===== config.mk =====
export PLATFORM = sky130hd
export DESIGN_NAME = asrc_ctrl
export DESIGN_NICKNAME = d
export VERILOG_FILES = /design/src/asrc_pkg.sv /design/src/asrc_ctrl.sv /design/src/asrc_wait.sv
export VERILOG_INCLUDE_DIRS = /design/src
export SDC_FILE = /design/constraint.sdc
export NUM_CORES = 1
export LEC_CHECK = 0
export BUFFER_PORTS_ARGS = -buffer_cell sky130_fd_sc_hd__buf_2
export CAP_MARGIN = 20
export CORE_MARGIN = 1.5
export CORE_UTILIZATION = 45
export CTS_CLUSTER_SIZE = 10
export DETAILED_ROUTE_END_ITERATION = 7
export GPL_ROUTABILITY_DRIVEN = 1
export HOLD_SLACK_MARGIN = 0.1
export PLACE_DENSITY = 0.71
export SYNTH_ARGS = -nofsm -noshare
export SYNTH_HDL_FRONTEND = slang
export SYNTH_HIERARCHICAL = 1
export SYNTH_SLANG_ARGS = --single-unit
export TNS_END_PERCENT = 30

===== constraint.sdc =====
create_clock -name REF_CLK -period 4 [get_ports REF_CLK]
set_clock_uncertainty 0.15 [all_clocks]
set_input_delay 0 -clock REF_CLK [delete_from_list [all_inputs] [get_ports REF_CLK]]
set_output_delay 0 -clock REF_CLK [all_outputs]
set_load 0.03 [all_outputs]

===== src/asrc_regs.svh =====
// timing counts and field constants for the static memory controller
// assumes a 10 MHz controller clock (100 ns period)
`ifndef ASRC_REGS_SVH
`define ASRC_REGS_SVH

`define ASRC_CLK_PERIOD_NS        100
`define ASRC_POWER_WAIT_US        100
`define ASRC_POWER_WAIT_CYC       \
    ((`ASRC_POWER_WAIT_US * 1000) / `ASRC_CLK_PERIOD_NS)
`define ASRC_FLOAT_DELAY_NS       5
`define ASRC_DATA_SETUP_NS        5
`define ASRC_WRITE_MIN_NS         (`ASRC_FLOAT_DELAY_NS + `ASRC_DATA_SETUP_NS)
`define ASRC_WRITE_CYC            \
    ((`ASRC_WRITE_MIN_NS + `ASRC_CLK_PERIOD_NS - 1) / `ASRC_CLK_PERIOD_NS)
`define ASRC_READ_ACCESS_NS       10
`define ASRC_READ_CYC             \
    ((`ASRC_READ_ACCESS_NS + `ASRC_CLK_PERIOD_NS - 1) / `ASRC_CLK_PERIOD_NS)
`define ASRC_SYNC_CYC             2
`define ASRC_RETENTION_GAP_NS     0
`define ASRC_ADDR_W               18
`define ASRC_DATA_W               16
`define ASRC_LANE_LOW_BIT         0
`define ASRC_LANE_HIGH_BIT        1

`endif


===== src/asrc_pkg.sv =====
// types for the static memory controller
// assumes asrc_regs.svh is on the include path
`include "asrc_regs.svh"

package asrc_pkg;

    // user request: address, write data, lane enables, direction
    typedef struct packed {
        logic [`ASRC_ADDR_W-1:0] addr;
        logic [`ASRC_DATA_W-1:0] wdata;
        logic [1:0]              lanes;
        logic                    write;
    } asrc_req_t;

    // memory pins driven by the controller
    typedef struct packed {
        logic [`ASRC_ADDR_W-1:0] addr;
        logic                    chip_sel_n;
        logic                    out_en_n;
        logic                    write_n;
        logic                    byte_lane_low_n;
        logic                    byte_lane_high_n;
    } asrc_pins_t;

endpackage : asrc_pkg


===== src/asrc_ctrl.sv =====
// host controller for an asynchronous 256k x 16 static memory
// assumes memory data pins resolve from DQ_OUT/DQ_OE outside
`timescale 1ns/1ps
`include "asrc_regs.svh"

module asrc_ctrl #(
    parameter int POWER_WAIT = `ASRC_POWER_WAIT_CYC
) (
    input  wire logic                     REF_CLK,
    input  wire logic                     SYS_RST,
    input  wire logic                     CLK_EN,
    input  wire logic                     REQ_VALID,
    output logic                          REQ_READY,
    input  wire asrc_pkg::asrc_req_t      REQ,
    output logic                          RSP_VALID,
    output logic [`ASRC_DATA_W-1:0]       RSP_DATA,
    input  wire logic                     RETAIN_REQ,
    output logic                          RETAIN_OK,
    output asrc_pkg::asrc_pins_t          PINS,
    output logic [`ASRC_DATA_W-1:0]       DQ_OUT,
    output logic                          DQ_OE,
    input  wire logic [`ASRC_DATA_W-1:0]  DQ_IN
);
    import asrc_pkg::*;

    if (POWER_WAIT < 1 || POWER_WAIT > 65535) begin : g_bad_wait
        $error("POWER_WAIT out of range");
    end

    // ------------------------------------------------------------
    // states and registers
    // ------------------------------------------------------------
    typedef enum logic [2:0] {
        ST_POWER, ST_IDLE, ST_RSETUP, ST_RSTROBE,
        ST_WSETUP, ST_WSTROBE, ST_WEND, ST_RETAIN
    } asrc_state_t;

    asrc_state_t                state;
    asrc_state_t                next_state;
    asrc_req_t                  held;
    asrc_pins_t                 pins;
    logic [`ASRC_DATA_W-1:0]    dq_out;
    logic                       dq_oe;
    logic [`ASRC_DATA_W-1:0]    dq_s1;
    logic [`ASRC_DATA_W-1:0]    dq_s2;
    logic [`ASRC_DATA_W-1:0]    rsp_data;
    logic                       rsp_valid;
    logic                       load;
    logic [15:0]                load_count;
    logic [15:0]                power_cnt;
    logic                       power_done;
    logic                       step_done;

    // ------------------------------------------------------------
    // lane mask helper
    // ------------------------------------------------------------
    function automatic logic [`ASRC_DATA_W-1:0] lane_mask(
        input logic [1:0] lanes
    );
        lane_mask = {{8{lanes[`ASRC_LANE_HIGH_BIT]}},
                     {8{lanes[`ASRC_LANE_LOW_BIT]}}};
    endfunction : lane_mask

    // ------------------------------------------------------------
    // decoding
    // ------------------------------------------------------------
    wire take_req  = (state == ST_IDLE) && REQ_VALID && !RETAIN_REQ;
    wire lanes_any = |REQ.lanes;

    assign REQ_READY = (state == ST_IDLE) && !RETAIN_REQ && CLK_EN;
    assign RSP_VALID = rsp_valid;
    assign RSP_DATA  = rsp_data;
    assign RETAIN_OK = (state == ST_RETAIN) && pins.chip_sel_n;
    assign PINS      = pins;
    assign DQ_OUT    = dq_out;
    assign DQ_OE     = dq_oe;

    assign load = (state == ST_IDLE && take_req && lanes_any) ||
                  (state == ST_WSETUP) || (state == ST_RSETUP);
    // read strobe also spans the two pin sync stages
    assign load_count = (state == ST_WSETUP)
                      ? 16'(`ASRC_WRITE_CYC - 1)
                      : 16'(`ASRC_READ_CYC + `ASRC_SYNC_CYC);

    asrc_wait #(
        .WIDTH (16)
    ) u_wait (
        .clk   (REF_CLK),
        .rst   (SYS_RST),
        .ce    (CLK_EN),
        .load  (load),
        .count (load_count),
        .done  (step_done)
    );

    // ------------------------------------------------------------
    // next state
    // ------------------------------------------------------------
    always_comb begin
        next_state = state;
        case (state)
            ST_POWER: begin
                if (power_done) begin
                    next_state = ST_IDLE;
                end
            end
            ST_IDLE: begin
                if (RETAIN_REQ) begin
                    next_state = ST_RETAIN;
                end else if (take_req && lanes_any) begin
                    next_state = REQ.write ? ST_WSETUP : ST_RSETUP;
                end
            end
            ST_RSETUP:   next_state = ST_RSTROBE;
            ST_RSTROBE: begin
                if (step_done) begin
                    next_state = ST_IDLE;
                end
            end
            ST_WSETUP:   next_state = ST_WSTROBE;
            ST_WSTROBE: begin
                if (step_done) begin
                    next_state = ST_WEND;
                end
            end
            ST_WEND:     next_state = ST_IDLE;
            ST_RETAIN: begin
                if (!RETAIN_REQ) begin
                    next_state = ST_IDLE;
                end
            end
            default:     next_state = ST_IDLE;
        endcase
    end

    // ------------------------------------------------------------
    // power-up counter
    // ------------------------------------------------------------
    assign power_done = (power_cnt == 16'(POWER_WAIT - 1));

    always_ff @(posedge REF_CLK) begin
        if (SYS_RST) begin
            power_cnt <= 16'h0000;
        end else if (CLK_EN) begin
            if (state == ST_POWER && !power_done) begin
                power_cnt <= power_cnt + 16'h0001;
            end
        end
    end

    // ------------------------------------------------------------
    // pin sequencing
    // ------------------------------------------------------------
    always_ff @(posedge REF_CLK) begin
        if (SYS_RST) begin
            state     <= ST_POWER;
            held      <= '0;
            pins      <= '{addr: '0, chip_sel_n: 1'b1, out_en_n: 1'b1,
                           write_n: 1'b1, byte_lane_low_n: 1'b1,
                           byte_lane_high_n: 1'b1};
            dq_out    <= '0;
            dq_oe     <= 1'b0;
            rsp_data  <= '0;
            rsp_valid <= 1'b0;
        end else if (CLK_EN) begin
            state     <= next_state;
            rsp_valid <= 1'b0;
            case (state)
                ST_IDLE: begin
                    if (take_req && lanes_any) begin
                        held      <= REQ;
                        // address first, select later
                        pins.addr <= REQ.addr;
                        dq_out    <= REQ.wdata;
                        pins.byte_lane_low_n  <= !REQ.lanes[0];
                        pins.byte_lane_high_n <= !REQ.lanes[1];
                    end
                end
                ST_RSETUP: begin
                    pins.chip_sel_n <= 1'b0;
                    pins.out_en_n   <= 1'b0;
                end
                ST_RSTROBE: begin
                    if (step_done) begin
                        rsp_data  <= dq_s2 & lane_mask(held.lanes);
                        rsp_valid <= 1'b1;
                        pins.chip_sel_n <= 1'b1;
                        pins.out_en_n   <= 1'b1;
                    end
                end
                ST_WSETUP: begin
                    // output enable kept high, data driven with strobe
                    pins.chip_sel_n <= 1'b0;
                    pins.write_n    <= 1'b0;
                    dq_oe           <= 1'b1;
                end
                ST_WSTROBE: begin
                    if (step_done) begin
                        pins.write_n    <= 1'b1;
                        pins.chip_sel_n <= 1'b1;
                    end
                end
                ST_WEND: begin
                    dq_oe <= 1'b0;
                    pins.byte_lane_low_n  <= 1'b1;
                    pins.byte_lane_high_n <= 1'b1;
                end
                default: begin
                end
            endcase
            if (state == ST_RSTROBE && step_done) begin
                pins.byte_lane_low_n  <= 1'b1;
                pins.byte_lane_high_n <= 1'b1;
            end
        end
    end

    // ------------------------------------------------------------
    // read data capture, two stages from the pins
    // ------------------------------------------------------------
    always_ff @(posedge REF_CLK) begin
        if (SYS_RST) begin
            dq_s1 <= '0;
            dq_s2 <= '0;
        end else if (CLK_EN) begin
            dq_s1 <= DQ_IN;
            dq_s2 <= dq_s1;
        end
    end

endmodule : asrc_ctrl


===== src/asrc_wait.sv =====
// cycle counter that holds the read and write strobe lengths
// assumes one clock, synchronous active-high reset
`timescale 1ns/1ps

module asrc_wait #(
    parameter int WIDTH = 16
) (
    input  wire logic             clk,
    input  wire logic             rst,
    input  wire logic             ce,
    input  wire logic             load,
    input  wire logic [WIDTH-1:0] count,
    output logic                  done
);

    if (WIDTH < 1) begin : g_bad_width
        $error("WIDTH must be at least 1");
    end

    logic [WIDTH-1:0] remain;

    assign done = (remain == '0);

    always_ff @(posedge clk) begin
        if (rst) begin
            remain <= '0;
        end else if (ce) begin
            if (load) begin
                remain <= count;
            end else if (!done) begin
                remain <= remain - 1'b1;
            end
        end
    end

endmodule : asrc_wait


# After elaboration in Yosys (flattened, before gate mapping)
# Index checks and enable logic that the tools add are counted.
dict set report word_totals {
  reg_bits 126
  input_bits 58
  out_inout_bits 59
  wordCells 91
}
dict set report op_classes {
  addsub 2
  n_eq_ne 15
  mux 22
  bitwise_logic 1
  n_reduce_logical 35
}
# op count
set ops {}
lappend ops {{two-way mux 16 bit} 2}
lappend ops {{one-hot mux 3 bit (8 select lines)} 1}
lappend ops {{two-way mux 3 bit} 7}
lappend ops {{adder 16 x 1 -> 16 bit, second input constant} 1}
lappend ops {{bitwise AND 16 bit} 1}
lappend ops {{equality test 16 x 10 -> 1 bit, second input constant} 1}
lappend ops {{zero test 16 bit} 1}
lappend ops {{subtractor 16 x 1 -> 16 bit, second input constant} 1}
lappend ops {{AND reduction 3 bit} 5}
lappend ops {{equality test 3 bit, second input constant} 4}
lappend ops {{logical AND 1 bit} 10}
lappend ops {{!= test 2 bit, second input constant} 5}
lappend ops {{two-way mux 2 bit} 4}
lappend ops {{equality test 3 x 2 -> 1 bit, second input constant} 2}
lappend ops {{one-hot mux 1 bit (2 select lines)} 3}
lappend ops {{AND reduction 2 bit} 3}
lappend ops {{AND reduction 6 bit} 1}
lappend ops {{nonzero test 2 bit} 3}
lappend ops {{nonzero test 3 bit} 2}
lappend ops {{zero test 1 bit} 4}
lappend ops {{one-hot mux 2 bit (2 select lines)} 1}
lappend ops {{AND reduction 4 bit} 1}
lappend ops {{OR reduction 2 bit} 2}
lappend ops {{equality test 3 x 1 -> 1 bit, second input constant} 1}
lappend ops {{6 further kinds} 9}

# Longest topological paths before layout
dict set report depth {
  ltp_word 9
  mapped_depth 12
  mapped_depth_nobuf 10
}

# Hierarchy
# Netlist, hierarchy kept.
# module n_inst cells_per_inst area_each_um2 seq_area_each_um2
set modules_own_cells {}
lappend modules_own_cells {asrc_ctrl 1 466 4219.0 2202.1}
lappend modules_own_cells {asrc_wait 1 142 1116.1 320.3}

# Least setup slack after synthesis
# Ideal clock, no wire load.
dict set report synth_path {
  path_type {register -> register}
  startpoint {register u_wait.remain[0]}
  endpoint {register rsp_data[10], in the netlist RSP_DATA[10]}
  setup_time_ns 0.117
  t_arrival_ns 2.634
  required_time_ns 3.733
  slack_ns 1.099
  path_stages_with_launch 13
  path_buffers 3
  period_less_slack_ns 2.901
  path_cell_list {dfxtp_1 -> inv_1 -> ha_1 -> nor3b_4 -> nand4b_4 -> nor3_1 -> inv_1 -> or4_4 -> buf_6 -> nor2b_4 -> buf_6 -> buf_6 -> a22o_1}
}
dict set report synth_between {
  elab_chain_len 2
}
# item line
set synth_rtl {}
lappend synth_rtl {{start, declared} asrc_wait.sv:20} ;# logic [WIDTH-1:0] remain;
lappend synth_rtl {{start signal, assigned} asrc_wait.sv:29} ;# remain <= count;
lappend synth_rtl {{start signal, assigned} asrc_wait.sv:31} ;# remain <= remain - 1'b1;
lappend synth_rtl {{zero test 16 bit} asrc_wait.sv:22} ;# assign done = (remain == '0);
lappend synth_rtl {{via step_done} asrc_ctrl.sv:52} ;# logic step_done;
lappend synth_rtl {{AND reduction 3 bit (no line)} n/a}
lappend synth_rtl {{end signal, assigned} asrc_ctrl.sv:185} ;# rsp_data <= dq_s2 & lane_mask(held.lanes);
lappend synth_rtl {{end, declared} asrc_ctrl.sv:46} ;# logic [`ASRC_DATA_W-1:0] rsp_data;
# The timed path passes the listed nets, and every way through them passes these cells.
# A chain may end at the register's enable or synchronous reset.

# Final worst setup path
dict set report layout_path {
  startpoint {register u_wait.remain[1]}
  endpoint {register state[1]}
}
dict set report layout_between {
  elab_chain_len 3
  word_cells_on_any_way 4
  classes_between {eq/ne (2); reduce/logical (2)}
}
# item line
set layout_rtl {}
lappend layout_rtl {{zero test 16 bit *} asrc_wait.sv:22}
lappend layout_rtl {{via step_done} asrc_ctrl.sv:52}
lappend layout_rtl {{!= test 2 bit (no line)} n/a}
lappend layout_rtl {{AND reduction 6 bit (no line) *} n/a}
lappend layout_rtl {{end signal, assigned} asrc_ctrl.sv:166} ;# state <= next_state;
lappend layout_rtl {{end, declared} asrc_ctrl.sv:38} ;# asrc_state_t state;
# The timed path passes the listed nets; every way through them passes the cells marked *.

==> metrics.md <==
| Metric | Value |
|---|---|
| Worst Reg-to-Reg Cells | `11` |
| Largest family of logic cells by synthesized area | `simple AND/OR/NAND/NOR gates` |
| Clk sink count | `126` |
| Setup violations, final | `0` |
| DP HPWL | `between 8000 and 9000 um` |
| H-tree depth | `4` |
| Core area | `between 10000 and 15000 sq um` |
| Share of post-route cells with drive strength above 1 | `0.218` |
| Met3 Track Usage GR | `0.0642` |
| I/O pin count | `117` |
| Top Usage Layer GRT | `met2` |
| DRC | `0` |
| Final hold vios | `0` |
| Yosys reg bits | `between 100 and 150` |
| Max-slew violation count | `0` |
| Area Overhead vs Synth | `45.2%` |
| TritonCTS buffer count | `17` |
| GR Util met2 | `0.430` |
| GR Util met1 | `0.284` |
| Initial Utilization | `0.465` |
| Worst path arrival time | `between 3 and 4 ns` |
| Postcts setup bufs | `0` |
| Die width | `~110 um` |
| Worst-Margin Slew | `0.883 ns` |
| Adder-cell area share of the yosys netlist | `0.00469` |
| GR Overflow Total | `0` |
| CP required | `between 4 and 5 ns` |
| Synth top area cells | `dfxtp_1 (47%), nand2_1 (7.7%), mux2i_1 (6.0%)` |
| PD cells | `486 nW/um^2` |
| First-pass DRT Iterations | `6` |
| Nets | `897` |
| CP Capture Type | `flop` |
| PnR worst setup slack | `roughly 0.68 ns` |
| Unrepaired setup endpoints after global routing | `false` |
| Status | `finished, final reports clean` |
| Worst R2R End | `state[1]` |
| Max Buffers Root-to-Sink | `2` |
| Total power | `between 3 and 4 mW` |
| Fmax | `just over 300 MHz` |
| Root buf cell | `clkbuf_16` |
| Min cycle time layout | `3.32 ns` |
| Chip height | `between 100 and 150 um` |
| Post-DP Area | `6000 sq um` |
| # port buffers | `116` |
| Count of flip-flops with a built-in enable after synthesis | `0` |
| Vias in the first global route | `~5200` |
| Post-synth top flop | `dfxtp_1` |
| Vias per cell | `between 5 and 6` |
| Post-Route Setup TNS | `0 ns` |
| Leak | `3.19 nW` |
| Vias | `slightly above 5000` |
| Synth Warn # | `6` |
| Worst setup path start | `u_wait/remain[1]` |
| Gpl congestion | `roughly 0.86` |
| Final wirelength | `around 15000 um` |
| Design area | `slightly below 8000 sq um` |
| Final ANT Viol Nets | `0` |
| TritonCTS clock tree | `done` |
| Synth unique cells | `between 60 and 70` |
| Routed length per instance | `~15 um` |
| R2r startpoint | `u_wait/remain[1]` |
| Iter 0 DRT Violations | `between 200 and 250` |
| Die area | `between 10000 and 15000 sq um` |
| Pre-CTS setup slack | `about 0.9 ns` |
| Initial antenna violation count | `0` |
| Most frequent cells in the layout | `dfxtp_1 (126), dlygate4sd3_1 (115), buf_2 (115)` |
| Slew headroom | `0.411` |
| Row cnt | `39` |
| R2r setup slk | `slightly below 0.7 ns` |
| CTS Hold Bufs | `between 100 and 150` |
| Max-Cap Viols | `0` |
| First-pass GRT wire length | `approximately 25000 um` |
| Synth Instances | `approximately 600` |
| Most common cell after layout, fill and taps aside | `dfxtp_1` |
| Tcrit/Tclk final | `0.829` |
| Clk_lat worst skew | `0.41 ns` |
| Max FO, Critical Path | `8` |
| Largest net degree at the start of global routing | `79` |
| Average size of a mapped cell | `about 8.8 sq um` |
| Mux cell area share after synthesis | `0.0643` |
| Post-CTS sizing | `0` |
| WS Path Type | `flop to flop` |
| Synth Area in Simple Gates | `0.222` |
| GRT Overall Usage | `0.242` |
| Mapped cell area | `5340 sq um` |
| Ys async rst share | `0` |
| ANT cells | `0` |
| Peak VDD IR | `roughly 0.00033 V` |
| Crit path to | `state[1]` |
| Yosys top cell by area | `dfxtp_1` |
| Clk slew on worst S/H paths | `around 0.060 ns` |
| Compound-cell area share of the yosys netlist | `0.161` |
| Post-Synth XOR/XNOR Area | `0.0263` |
| Sequential share of the synthesized area | `0.473` |
| Hold crit path type | `primary input to flop` |
| CP startpoint kind | `flop` |
| Area fraction of the dominant cell type after synthesis | `0.473` |
==> worst min-delay path by stage <==
stage | start | end | slack (ns) | depth (start not counted)
final | REQ[2] | PINS[0] | 0.31 | 5
after global routing | PINS[16] | PINS[16] | 0.33 | 2
after CTS | REQ[2] | PINS[0] | 0.28 | 5
after detailed placement | DQ_IN[11] | dq_s1[11] | 0.09 | 3
after global placement | DQ_IN[9] | dq_s1[9] | 0.09 | 3
after floorplan | RETAIN_REQ | REQ_READY | -0.03 | 1
==> routing by layer <==
metal  vias up  routed length, um
li1       2555                  -
met1      2421               6250
met2       170               7340
met3        26                882
met4         0                268
met5         -                  0
==> where the power goes <==
group	internal, mW	switching, mW	total, mW
logic	0.397	0.488	0.885
registers	1.33	0.0941	1.43
clock network	0.885	0.567	1.45
total	2.62	1.15	3.76
==> cell families (layout without fill, tap and decap cells) <==
kind of cell,Yosys count,count (layout)
adder cells (fa/ha/maj),2,2
AO/OA/AOI/OAI,128,128
flip-flops,126,126
buffers and inverters,53,282
other,1,14
multiplexers,34,34
AND/OR/NAND/NOR,248,248
XOR/XNOR,16,16
==> registers in the layout, indices dropped and copies added (netlist names) <==
register / flops
state: 3
dq_s2: 16
RSP_DATA: 16
DQ_OUT: 16
held: 2
DQ_OE: 1
RSP_VALID: 1
dq_s1: 16
u_wait/remain: 16
PINS: 23
power_cnt: 16
==> cells in the mapped netlist (3+ instances only) <==
master	instances
dfxtp_1	126
nand2_1	109
nor2_1	71
a21oi_1	53
mux2i_1	32
clkbuf_1	25
a22o_1	22
nand3_1	15
xor2_1	14
nor3_1	11
inv_1	10
o21ai_0	9
buf_2	7
a21oi_2	6
buf_6	6
o21ai_1	6
o21ai_2	6
a31oi_1	5
nand4_1	5
nor4_1	5
buf_1	4
a211oi_1	3
and3_1	3
nand2b_1	3
o31ai_1	3
o41ai_1	3
or3_1	3
==> metrics by stage <==
step           hold WS (ns)   util  instances
6_report              0.306  0.676        993
3_3_place_gp         0.0855  0.523        845
4_1_cts               0.285  0.673        992
3_5_place_dp         0.0941  0.523        845
5_1_grt               0.327  0.676        993
2_1_floorplan       -0.0278      -        621
==> cell type report <==
type	instances	area, sq um
repair buffers	240	1820
well taps	143	179
fillers	827	3720
inverters	10	37.5
clock buffers	19	453
flip-flops and latches	126	2520
multi-input cells	442	2620
clock inverters	13	118
==> worst max-delay path, stage by stage (launching register included) <==
cell and delay, ns:
dfxtp_1 0.31, inv_1 0.09, ha_1 0.24, nor3b_4 0.41, nand4b_4 0.19, nor3_1 0.38, nor2b_1 0.24, o21ai_0 0.15
a21oi_1 0.22, nand2b_1 0.13, a21oi_1 0.07, dlygate4sd3_1 0.59
Note: power is estimated with default switching activity, not from simulation.
